File: config.mk
export PLATFORM = sky130hd
export DESIGN_NAME = lsw_stopwatch
export DESIGN_NICKNAME = d
export VERILOG_FILES = /design/src/hdl/lsw_pkg.sv /design/src/hdl/lsw_divider.sv /design/src/hdl/lsw_stopwatch.sv
export SDC_FILE = /design/constraint.sdc
export NUM_CORES = 1
export LEC_CHECK = 0
export ABC_AREA = 1
export BUFFER_PORTS_ARGS = -buffer_cell sky130_fd_sc_hd__buf_2
export CORE_UTILIZATION = 30
export CTS_CLUSTER_DIAMETER = 200
export DETAILED_ROUTE_END_ITERATION = 8
export RECOVER_POWER = 100
export REMOVE_ABC_BUFFERS = 1
export SLEW_MARGIN = 20
export SYNTH_ARGS = -nofsm -noshare
export SYNTH_HDL_FRONTEND = slang
export SYNTH_SLANG_ARGS = --single-unit
File: constraint.sdc
create_clock -name clock -period 2.25 [get_ports clock]
set_input_delay 0.225 -clock clock [delete_from_list [all_inputs] [get_ports clock]]
set_output_delay 0.225 -clock clock [all_outputs]
set_load 0.02 [all_outputs]
File: src/hdl/lsw_pkg.sv
package lsw_pkg;

  // register map of the management port (register addresses)
  localparam logic [15:0] LSW_ADDR_CONTROL = 16'h8040;
  localparam logic [15:0] LSW_ADDR_STATUS = 16'h8041;
  localparam logic [15:0] LSW_ADDR_COUNT_LO = 16'h8042;
  localparam logic [15:0] LSW_CONTROL_RESET = 16'h0000;
  localparam logic [15:0] LSW_CONTROL_MASK = 16'h00FF;

  // control field positions
  localparam int LSW_STOP_SEL_LSB = 6;
  localparam int LSW_DIV_LSB = 4;
  localparam int LSW_START_SEL_LSB = 2;
  localparam int LSW_DIV_GATE_BIT = 2;
  localparam int LSW_ENABLE_BIT = 1;
  localparam int LSW_CLK_SRC_BIT = 0;

  // status field positions
  localparam int LSW_ST_START_LSB = 12;
  localparam int LSW_ST_STOP_LSB = 8;
  localparam int LSW_ST_VALID_BIT = 4;

  // counter geometry
  localparam int LSW_COUNT_W = 20;
  localparam logic [19:0] LSW_COUNT_ZERO = 20'h00000;
  localparam logic [19:0] LSW_COUNT_MAX = 20'hFFFFF;
  localparam logic [19:0] LSW_COUNT_ONE = 20'h00001;

  // divider: divide by 1, 2, 4, 8 -> edges per counted half-period
  localparam logic [1:0] LSW_DIV_BY1 = 2'h0;
  localparam logic [2:0] LSW_DIV_CNT_ONE = 3'h1;
  localparam logic [2:0] LSW_DIV_CNT_ZERO = 3'h0;

  // start and stop point selections
  localparam logic [1:0] LSW_SEL_LOW_SPEED = 2'h0;
  localparam logic [1:0] LSW_SEL_HIGH_SPEED = 2'h1;

  // stopwatch states, one-hot
  typedef enum logic [2:0] {
    LSW_ARMED = 3'h1,
    LSW_COUNTING = 3'h2,
    LSW_DONE = 3'h4
  } lsw_state_t;

  // control register fields
  typedef struct packed {
    logic [7:0] unused;
    logic [1:0] stop_point_select;
    logic [1:0] measure_clock_divider;
    logic [1:0] start_point_select;
    logic stopwatch_enable;
    logic measure_clock_source;
  } lsw_control_t;

  // management port request
  typedef struct packed {
    logic [15:0] addr;
    logic [15:0] wdata;
    logic write;
    logic read;
  } lsw_req_t;

  // comma events from the data paths
  typedef struct packed {
    logic [3:0] ls_tx_comma;
    logic [1:0] hs_rx_comma;
    logic [3:0] ls_rx_comma;
    logic [1:0] hs_tx_comma;
  } lsw_events_t;

endpackage

File: src/hdl/lsw_divider.sv
`timescale 1ns/10ps
`default_nettype none

// turns edges of the chosen measurement clock into one tick per divided half-period
module lsw_divider (
  // clock and reset
  input wire logic clock,
  input wire logic rst,
  // measurement clock as a sampled level
  input wire logic src_level,
  // edges needed per tick, minus one
  input wire logic [2:0] edges_minus_one,
  // one tick per half-period of the divided clock
  output logic half_tick
);
  import lsw_pkg::*;

  typedef struct packed {
    logic last_level;
    logic [2:0] edge_cnt;
    logic tick;
  } lsw_div_state_t;

  lsw_div_state_t state;
  lsw_div_state_t next_state;
  logic src_edge;

  assign half_tick = state.tick;

  // both edges count, so the divided half-period spans divisor source half-periods
  always_comb begin
    next_state = state;
    src_edge = src_level ^ state.last_level;
    next_state.last_level = src_level;
    next_state.tick = 1'b0;
    if (src_edge) begin
      if (state.edge_cnt >= edges_minus_one) begin
        next_state.edge_cnt = LSW_DIV_CNT_ZERO;
        next_state.tick = 1'b1;
      end else begin
        next_state.edge_cnt = state.edge_cnt + LSW_DIV_CNT_ONE;
      end
    end
  end

  always_ff @(posedge clock) begin
    if (rst) begin
      state <= '0;
    end else begin
      state <= next_state;
    end
  end

endmodule

`default_nettype wire

File: src/hdl/lsw_stopwatch.sv
`timescale 1ns/10ps
`default_nettype none

module lsw_stopwatch (
  // clock and reset
  input wire logic clock,
  input wire logic rst,
  // management register port
  input wire lsw_pkg::lsw_req_t req,
  output logic [15:0] rdata,
  output logic rvalid,
  // measurement clocks as sampled levels
  input wire logic vco_clock_level,
  input wire logic recovered_byte_clock_level,
  // comma events and the marker pin
  input wire lsw_pkg::lsw_events_t events,
  input wire logic external_marker_pin,
  // status
  output logic result_valid_flag
);
  import lsw_pkg::*;

  // all state of the block outside the divider in one record; the comb block builds the next copy
  typedef struct packed {
    lsw_control_t control;
    lsw_state_t fsm;
    logic [19:0] elapsed_cycle_count;
    logic [3:0] start_found;
    logic [3:0] stop_found;
    logic valid;
    logic marker_last;
    logic [15:0] rdata;
    logic rvalid;
  } lsw_top_state_t;

  // nets between the divider, the event pickers and the register port
  lsw_top_state_t state;
  lsw_top_state_t next_state;
  logic half_tick;
  logic src_level;
  logic [2:0] edges_minus_one;
  logic marker_rise;
  logic [3:0] start_hits;
  logic [3:0] stop_hits;
  logic clear_read;
  logic [19:0] shown_count;

  // map a point selection to the hits it watches; the pin wins for any 1x code
  // a 1x code ignores the low bit, so 10 and 11 both pick the marker pin
  function automatic logic [3:0] point_hits(input logic [1:0] sel, input logic [3:0] low_speed,
                                            input logic [1:0] high_speed, input logic marker);
    logic [3:0] hits;
    hits = 4'h0;
    if (sel[1]) begin
      hits = {3'h0, marker};
    end else if (sel == LSW_SEL_HIGH_SPEED) begin
      hits = {2'h0, high_speed};
    end else begin
      hits = low_speed;
    end
    return hits;
  endfunction

  // divider setting is forced to 1 when control bit 2 is set
  // edges per tick minus one is a run of low ones: 0, 1, 3 or 7; built as a
  // shifted mask so the divide-by-8 case needs no wrap-around arithmetic
  function automatic logic [2:0] divide_edges(input lsw_control_t ctl);
    logic [1:0] div;
    logic [2:0] all_ones;
    all_ones = ~LSW_DIV_CNT_ZERO;
    div = ctl[LSW_DIV_GATE_BIT] ? LSW_DIV_BY1 : ctl.measure_clock_divider;
    return ~(all_ones << div);
  endfunction

  // the count shows only once a measurement has completed; an early read sees
  // zero, so a running value is never mistaken for a result
  function automatic logic [19:0] count_view(input lsw_top_state_t s);
    logic [19:0] view;
    view = LSW_COUNT_ZERO;
    if (s.valid) begin
      view = s.elapsed_cycle_count;
    end
    return view;
  endfunction

  // status word: start and stop found flags, valid bit, top four count bits
  function automatic logic [15:0] status_word(input lsw_top_state_t s);
    logic [15:0] word;
    logic [19:0] view;
    word = 16'h0000;
    view = count_view(s);
    word[LSW_ST_START_LSB +: 4] = s.start_found;
    word[LSW_ST_STOP_LSB +: 4] = s.stop_found;
    word[LSW_ST_VALID_BIT] = s.valid;
    word[3:0] = view[19:16];
    return word;
  endfunction

  assign rdata = state.rdata;
  assign rvalid = state.rvalid;
  assign result_valid_flag = state.valid;

  // clock source choice; the byte clock passes the same divider as the VCO path,
  // so a source switch mid-run may shift the next tick by a few cycles
  assign src_level = state.control.measure_clock_source ? recovered_byte_clock_level
                                                        : vco_clock_level;
  assign edges_minus_one = divide_edges(state.control);
  // both read paths of the count go through the same early-read mask
  assign shown_count = count_view(state);

  // the divider turns level changes of the chosen clock into counting ticks
  lsw_divider lsw_divider_inst (
    .clock(clock),
    .rst(rst),
    .src_level(src_level),
    .edges_minus_one(edges_minus_one),
    .half_tick(half_tick)
  );

  // the marker pin is a level; only its rising edge is an event, so a pin held
  // high across a clear cannot open a second measurement by itself
  assign marker_rise = external_marker_pin & ~state.marker_last;
  assign start_hits = point_hits(state.control.start_point_select, events.ls_tx_comma,
                                 events.hs_rx_comma, marker_rise);
  assign stop_hits = point_hits(state.control.stop_point_select, events.ls_rx_comma,
                                events.hs_tx_comma, marker_rise);
  assign clear_read = req.read && (req.addr == LSW_ADDR_COUNT_LO);

  // register port, stopwatch sequence and read side effects
  always_comb begin
    next_state = state;
    next_state.marker_last = external_marker_pin;
    next_state.rvalid = req.read;
    next_state.rdata = 16'h0000;

    // control writes; upper byte reserved and reads zero
    // the upper byte is dropped at the write, so it can never read back set
    if (req.write && (req.addr == LSW_ADDR_CONTROL)) begin
      next_state.control = lsw_control_t'(req.wdata & LSW_CONTROL_MASK);
    end

    // reads return registered data one cycle later
    // rdata is zero whenever no read is being answered
    if (req.read) begin
      unique case (req.addr)
        LSW_ADDR_CONTROL: next_state.rdata = state.control;
        LSW_ADDR_STATUS: next_state.rdata = status_word(state);
        LSW_ADDR_COUNT_LO: next_state.rdata = shown_count[15:0];
        default: next_state.rdata = 16'h0000;
      endcase
    end

    // low-word read readies a repeat measurement
    // an early read of the low word also abandons a run that is still counting and re-arms
    if (clear_read) begin
      next_state.elapsed_cycle_count = LSW_COUNT_ZERO;
      next_state.start_found = 4'h0;
      next_state.stop_found = 4'h0;
      next_state.valid = 1'b0;
      next_state.fsm = LSW_ARMED;
    end else begin
      unique case (state.fsm)
        LSW_ARMED: begin
          // counting opens next cycle, so a stop beside the start is not seen
          if (state.control.stopwatch_enable && (start_hits != 4'h0)) begin
            next_state.fsm = LSW_COUNTING;
          end
        end
        LSW_COUNTING: begin
          // dropping enable mid-run abandons the measurement instead of freezing it
          if (!state.control.stopwatch_enable) begin
            next_state.fsm = LSW_ARMED;
            next_state.elapsed_cycle_count = LSW_COUNT_ZERO;
          end else if (stop_hits != 4'h0) begin
            next_state.fsm = LSW_DONE;
            next_state.valid = 1'b1;
          end else if (half_tick && (state.elapsed_cycle_count != LSW_COUNT_MAX)) begin
            // an over-long latency sticks at all ones rather than wrapping
            next_state.elapsed_cycle_count = state.elapsed_cycle_count + LSW_COUNT_ONE;
          end
        end
        LSW_DONE: next_state.fsm = LSW_DONE; // held until the low word is read
        default: next_state.fsm = LSW_ARMED;
      endcase
    end

    // found flags latch; a hit in the clearing cycle is kept, set beats clear
    // flags only latch while enabled, so a disabled block sets no new flags
    if (state.control.stopwatch_enable && (state.fsm == LSW_ARMED)) begin
      next_state.start_found = next_state.start_found | start_hits;
    end
    if (state.control.stopwatch_enable && (state.fsm == LSW_COUNTING)) begin
      next_state.stop_found = next_state.stop_found | stop_hits;
    end
  end

  // synchronous reset: control back to all zeros, stopwatch armed and idle
  always_ff @(posedge clock) begin
    if (rst) begin
      state <= '0;
      state.control <= lsw_control_t'(LSW_CONTROL_RESET);
      state.fsm <= LSW_ARMED;
    end else begin
      state <= next_state;
    end
  end

endmodule

`default_nettype wire

==> impl_metrics.json, run 1 <==
{
  "synth.distinct_cells": 34,
  "synth_common_cells": "nand2_1, nor2_1, dfxtp_1, inv_1, nand3_1",
  "clockBufferDepth": 2,
  "dpl_cell_area_mm2": 0.00381,
  "start_util_pct": 31.3,
  "rsz0062_at_grt": "false",
  "antenna_cells": 0,
  "skew_ps": 10.5,
  "root_buffer": "clkbuf_16",
  "vias_per_cell": 4.75,
  "synthToLayoutAreaGrowth_pct": 18.7,
  "drive_gt1_share_pct": 15.4,
  "min_period_ps": 1980,
  "synth_seq_cells": 63,
  "synthArstFlopShare_pct": 0,
  "coreArea_mm2": 0.0110,
  "fmax_ghz": 0.504,
  "fin_nets": 630,
  "dpl_worst_slack_ps": 379,
  "tightest_slew_ps": 620,
  "cp-end-kind": "flip-flop",
  "ir_drop_mv": 0.361,
  "min_path_type": "input port to flip-flop",
  "post_cts_buffers": 0,
  "synthTopCellsByArea": "dfxtp_1, nand2_1, nor2_1",
  "slew_headroom_pct": 58.6,
  "grt_max_degree": 21,
  "fp.dieW_um": 109,
  "critPathMaxFanout": 16,
  "max_cap_viol_count": 0,
  "insertion_delay_ps": 330,
  "syn_inst": 520,
  "gr-usage-all-layers_pct": 17.0,
  "cts_buffers": 9,
  "cts_hold_buffers": 0,
  "final.setup.worst_slack_ps": 266,
  "fp-row-count": 38,
  "synth_edf_count": 0,
  "finalSetupTns_ps": 0,
  "cts.clk_slew.worst_paths_ps": 60,
  "seq_area_frac_synth_pct": 36.6,
  "setup_viol": 0,
  "drt-total-wl_um": 9080,
  "p_leak_uw": 0.00162,
  "outcome": "finished clean",
  "timing.hold.ws_ps": 111,
  "post_synth.cell_area_avg_um2": 6.63,
  "dp_hpwl_um": 6890,
  "grt_pass1_vias": 3380,
  "grt_pass1_wl_um": 15600,
  "cts_sinks": 63,
  "antenna_found_initial": 0,
  "required_ps": 2480,
  "final_hold_viol_count": 0,
  "period_share_pct": 88.2,
  "num_vias": 3417,
  "dieArea_mm2": 0.0119,
  "wl_per_cell_um": 12.6,
  "netlist_area_mm2": 0.00345,
  "power_density_mw_per_mm2": 678,
  "io_pins": 69,
  "yosysMostFrequentCell": "nand2_1",
  "port-buffer-count": 60,
  "first_pass_iters": 4,
  "gp_congestion": 0.870,
  "synth_warnings": 0,
  "path_class": "flip-flop to flip-flop",
  "yosysTopAreaCellShare_pct": 36.6,
  "cts_resized": 0,
  "final_cells": 719,
  "place_inst": 703,
  "slew_violations": 0,
  "start_kind": "flip-flop",
  "drc_errors": 0,
  "cts_tree": "yes",
  "ys.flop_type": "dfxtp_1",
  "finish.instance_area_mm2": 0.00409,
  "initialDrtViolationCount": 202,
  "yosysTopAreaCell": "dfxtp_1",
  "critical_path_arrival_ps": 2210,
  "h-tree-depth": 3,
  "die_y_um": 109,
  "detail-route-antenna-nets": 0,
  "overflow": 0
}
==> metal layers <==
layer | track usage, % | wire [um]
met2 | 30.0 | 4520
met5 | 0 | 0
met3 | 2.75 | 315
met1 | 20.0 | 4030
met4 | 8.00 | 214
==> sequential cells by signal, indices dropped and copies added (netlist names) <==
name / cells
lsw_divider_inst.half_tick: 1
lsw_divider_inst.state: 4
rdata: 16
result_valid_flag: 1
rvalid: 1
state: 40
==> critical path, cell delays in order, from the launching register on <==
cell,delay [ps]
dfxtp_1,330
ha_1,230
nand2_1,90
nor2_2,230
nand2_4,110
nor2_4,90
nand4_2,120
nand2_4,90
clkbuf_2,330
nand3_1,110
nand2_1,80
nor2_1,60
==> power by group <==
| group | leakage, uW | internal [uW] | switching, uW |
|---|---|---|---|
| Clock | 0.000165 | 1010 | 482 |
| Combinational | 0.000949 | 60.7 | 85.1 |
| Sequential | 0.000509 | 1130 | 9.11 |
==> kinds of logic (layout without fill, tap and decap cells) <==
kind of cell               Yosys count  in the layout  share of synthesized area (%)
xor gates and xnor gates            10             10                           2.54
DFF                                 63             63                           36.6
AOI/OAI and AO/OA                   63             63                           9.29
adders and majority gates            5              5                           1.81
buffers and inverters               79            138                           11.4
and+or+nand+nor                    300            300                           38.4
==> through the flow <==
step,utilization (%),power [uW]
finish,37.1,2770
global route,37.1,2860
CTS,37.5,2800
detailed placement,34.6,1310
global placement,34.6,1300
floorplan,-,1240
==> placed cells by master (no fill, tap or decap), types with 8 or more instances in the layout <==
master | synthesis | routed
nand2_1 | 131 | 133
nor2_1 | 84 | 86
dfxtp_1 | 63 | 63
inv_1 | 43 | 44
nand3_1 | 42 | 42
buf_2 | 5 | 41
a21oi_1 | 38 | 38
o21ai_0 | 22 | 23
clkbuf_1 | 3 | 20
buf_4 | 19 | 10
nand4_1 | 9 | 9
clkbuf_16 | 0 | 9
nor3_1 | 8 | 8
xor2_1 | 8 | 8
==> final cells by class <==
| type | instances | area (um2) |
|---|---|---|
| Clock inverter | 2 | 35.0 |
| Tap cell | 140 | 175 |
| Multi-Input combinational cell | 378 | 1770 |
| Timing Repair Buffer | 72 | 360 |
| Sequential cell | 63 | 1260 |
| Inverter | 50 | 190 |
| Fill cell | 1188 | 6940 |
| Clock buffer | 14 | 294 |
==> final timing paths <==
path	start	endpoint	slack (ps)	depth (start not counted)
worst max-delay path	state[28]	state[42]	270	11
worst min-delay path	external_marker_pin	state[17]	110	3
worst max register to register	state[28]	state[42]	270	11
worst min register to register	state[26]	state[26]	460	2
(Power assumes the default switching activity.)
==> inputs of run 2 (changes only) <==
--- a/config.mk
+++ b/config.mk
@@ -5,7 +5,6 @@
 export SDC_FILE = /design/constraint.sdc
 export NUM_CORES = 1
 export LEC_CHECK = 0
-export ABC_AREA = 1
 export BUFFER_PORTS_ARGS = -buffer_cell sky130_fd_sc_hd__buf_2
 export CORE_UTILIZATION = 30
 export CTS_CLUSTER_DIAMETER = 200
==> run 2 against run 1 <==
  * Worst setup slack worse by 24 ps
  * Clock-buffer cell count down 1
  * Non-clock buffer count up 4
  * Sequential share of layout area up 2.0 points
  * Die area down 3.1%
  * Highest routed layer unchanged
  * Cell area down 6.1%
  * Global-route usage down 0.92 points
  * Largest cell class unchanged
  * Area after synthesis down 3.2%
  * Critical path type unchanged
  * Core utilization down 1.6 points
  * Fmax down 1.2%
==> impl_metrics.json, run 2 <==
{
  "outcome": "finished clean",
  "slew_violations": 0,
  "drt-total-wl_um": 8820,
  "first_pass_iters": 5,
  "critPathMaxFanout": 10,
  "cts_sinks": 63,
  "num_vias": 3100,
  "required_ps": 2490,
  "cp_slowest_cell": "dfxtp_1",
  "start_kind": "flip-flop",
  "cts_tree": "yes",
  "tightest_slew_ps": 983,
  "grt_pass1_vias": 2911,
  "cpLargestDelayFamily": "compound AO/OA/AOI/OAI gates",
  "period_share_pct": 89.2,
  "fp-row-count": 38,
  "r2r-start": "state[27]",
  "insertion_delay_ps": 340,
  "power_density_mw_per_mm2": 614,
  "cts.clk_slew.worst_paths_ps": 70,
  "drive_gt1_share_pct": 19.3,
  "initialDrtViolationCount": 281,
  "p_leak_uw": 0.00126,
  "skew_ps": 7.74,
  "grt_pass1_wl_um": 14500,
  "hp-start": "events[5]",
  "slew_headroom_pct": 34.2,
  "gp_congestion": 0.841,
  "hold_depth": 2,
  "fp.dieW_um": 107,
  "detail-route-antenna-nets": 0,
  "path_class": "flip-flop to flip-flop",
  "gr-usage-all-layers_pct": 16.1,
  "dieArea_mm2": 0.0116,
  "fin_nets": 491,
  "seq_area_frac_synth_pct": 37.8,
  "post_cts_buffers": 0,
  "ir_drop_mv": 0.347,
  "critical_path_arrival_ps": 2250,
  "nFillCells": 1137,
  "cts_buffers": 9,
  "dp_hpwl_um": 6460,
  "cp-end-kind": "flip-flop",
  "synth_warnings": 0,
  "vias_per_cell": 5.34,
  "max_cap_viol_count": 0,
  "antenna_found_initial": 0,
  "final_hold_viol_count": 0,
  "cts_resized": 0,
  "r2r-end": "state[29]",
  "utilization_pct": 35.4,
  "cts_hold_buffers": 0,
  "start_util_pct": 30.8,
  "rsz0062_at_grt": "false",
  "layout_common_cells": "dfxtp_1, buf_2, nor2_1",
  "synth.distinct_cells": 60,
  "netlist_area_mm2": 0.00334,
  "synthArstFlopShare_pct": 0,
  "rr_worst_depth": 6,
  "fmax_ghz": 0.498,
  "yosysMostFrequentCell": "dfxtp_1",
  "largest_reg_flops": 40,
  "clockBufferDepth": 2,
  "grt_max_degree": 24,
  "h-tree-depth": 3,
  "overflow": 0,
  "yosysTopAreaCellShare_pct": 37.8,
  "finalSetupTns_ps": 0,
  "syn_inst": 386,
  "setup_viol": 0,
  "final_common_cell": "dfxtp_1",
  "port-buffer-count": 60,
  "wl_per_cell_um": 15.2,
  "crit_chain": "ha_1, nand4_1, nor3_2, a41o_2, nor2_4, a311oi_1",
  "synth_seq_cells": 63,
  "worst-path-buf-inv": 0,
  "min_path_type": "input port to flip-flop",
  "synth_common_cells": "dfxtp_1, nor2_1, nand2_1, nand3_1, buf_4",
  "ys.flop_type": "dfxtp_1",
  "io_pins": 69,
  "post_synth.cell_area_avg_um2": 8.65,
  "regMostFlops": "state",
  "hold_end": "state[22]",
  "min_period_ps": 2010,
  "synth_edf_count": 0,
  "antenna_cells": 0,
  "yosysTopAreaCell": "dfxtp_1",
  "cp_slowest_stage_delay_ps": 410,
  "drc_errors": 0,
  "root_buffer": "clkbuf_8",
  "synthToLayoutAreaGrowth_pct": 15.1,
  "die_y_um": 107,
  "coreArea_mm2": 0.0108,
  "ff2ff_setup_slack_ps": 240,
  "synthTopCellsByArea": "dfxtp_1, nor2_1, a311oi_2"
}
-- run 2: cell count changes in the layout (fill, tap and decap cells not counted), sizes merged, moves of 6 or more --
cell and delta:
a22oi +16, mux2i +6, nand3 -19, a311oi +10, o21ai -6, nand2 -104
nor2 -53, a31oi +11, xor2 -7, a21oi -22, inv -39
-- run 2: cell type report --
| type | instances | area, um2 | share of cell area [%] |
|---|---|---|---|
| inverter | 10 | 37.5 | 0.977 |
| clock inverter | 3 | 65.1 | 1.69 |
| clock buffer | 13 | 159 | 4.14 |
| multi-input combinational | 275 | 1750 | 45.4 |
| tap | 140 | 175 | 4.56 |
| timing repair buffer | 76 | 399 | 10.4 |
| sequential | 63 | 1260 | 32.8 |
-- run 2: stage by stage --
step | power, uW | instance area (um2) | setup WS (ps) | hold slack [ps] | cells
2_1_floorplan | 1200 | 3090 | 368 | 294 | 348
3_3_place_gp | 1270 | 3700 | 343 | 463 | 564
3_5_place_dp | 1270 | 3700 | 318 | 466 | 564
4_1_cts | 2390 | 3930 | 306 | 115 | 580
5_1_grt | 2450 | 3840 | 86.0 | 124 | 580
6_report | 2360 | 3840 | 242 | 128 | 580
-- run 2: cell families after synthesis --
kind of cell / count (synthesis) / share of synthesized area [%]
compound gates: 103 / 23.8
fa+ha+maj: 5 / 1.87
buf+inv: 48 / 8.43
mux: 7 / 2.14
simple gates: 157 / 25.2
xor+xnor: 3 / 0.787
flops: 63 / 37.8
-- run 2: worst max path at each step --
| stage | slack [ps] | cells past startpoint | from | end |
|---|---|---|---|---|
| CTS | 310 | 6 | state[27] | state[36] |
| finish | 240 | 6 | state[27] | state[29] |
| global placement | 340 | 5 | state[56] | state[30] |
| floorplan | 370 | 5 | state[51] | state[33] |
| detailed placement | 320 | 6 | req[21] | state[36] |
| global route | 90 | 6 | state[28] | state[44] |
-- run 2: layer usage --
metal | wire, um | vias up | global-route usage (%)
met5 | 0 | - | 0
met4 | 74 | 0 | 4.01
met3 | 490 | 9 | 3.33
met2 | 3890 | 119 | 24.7
met1 | 4370 | 1457 | 22.8
li1 | - | 1515 | -
-- run 2: report_power, final --
group | internal (uW) | switching (uW) | total [uW] | leakage [uW]
Clock | 684 | 438 | 1120 | 0.000114
Combinational | 49.1 | 60.4 | 110 | 0.000643
Sequential | 1120 | 6.33 | 1130 | 0.000509
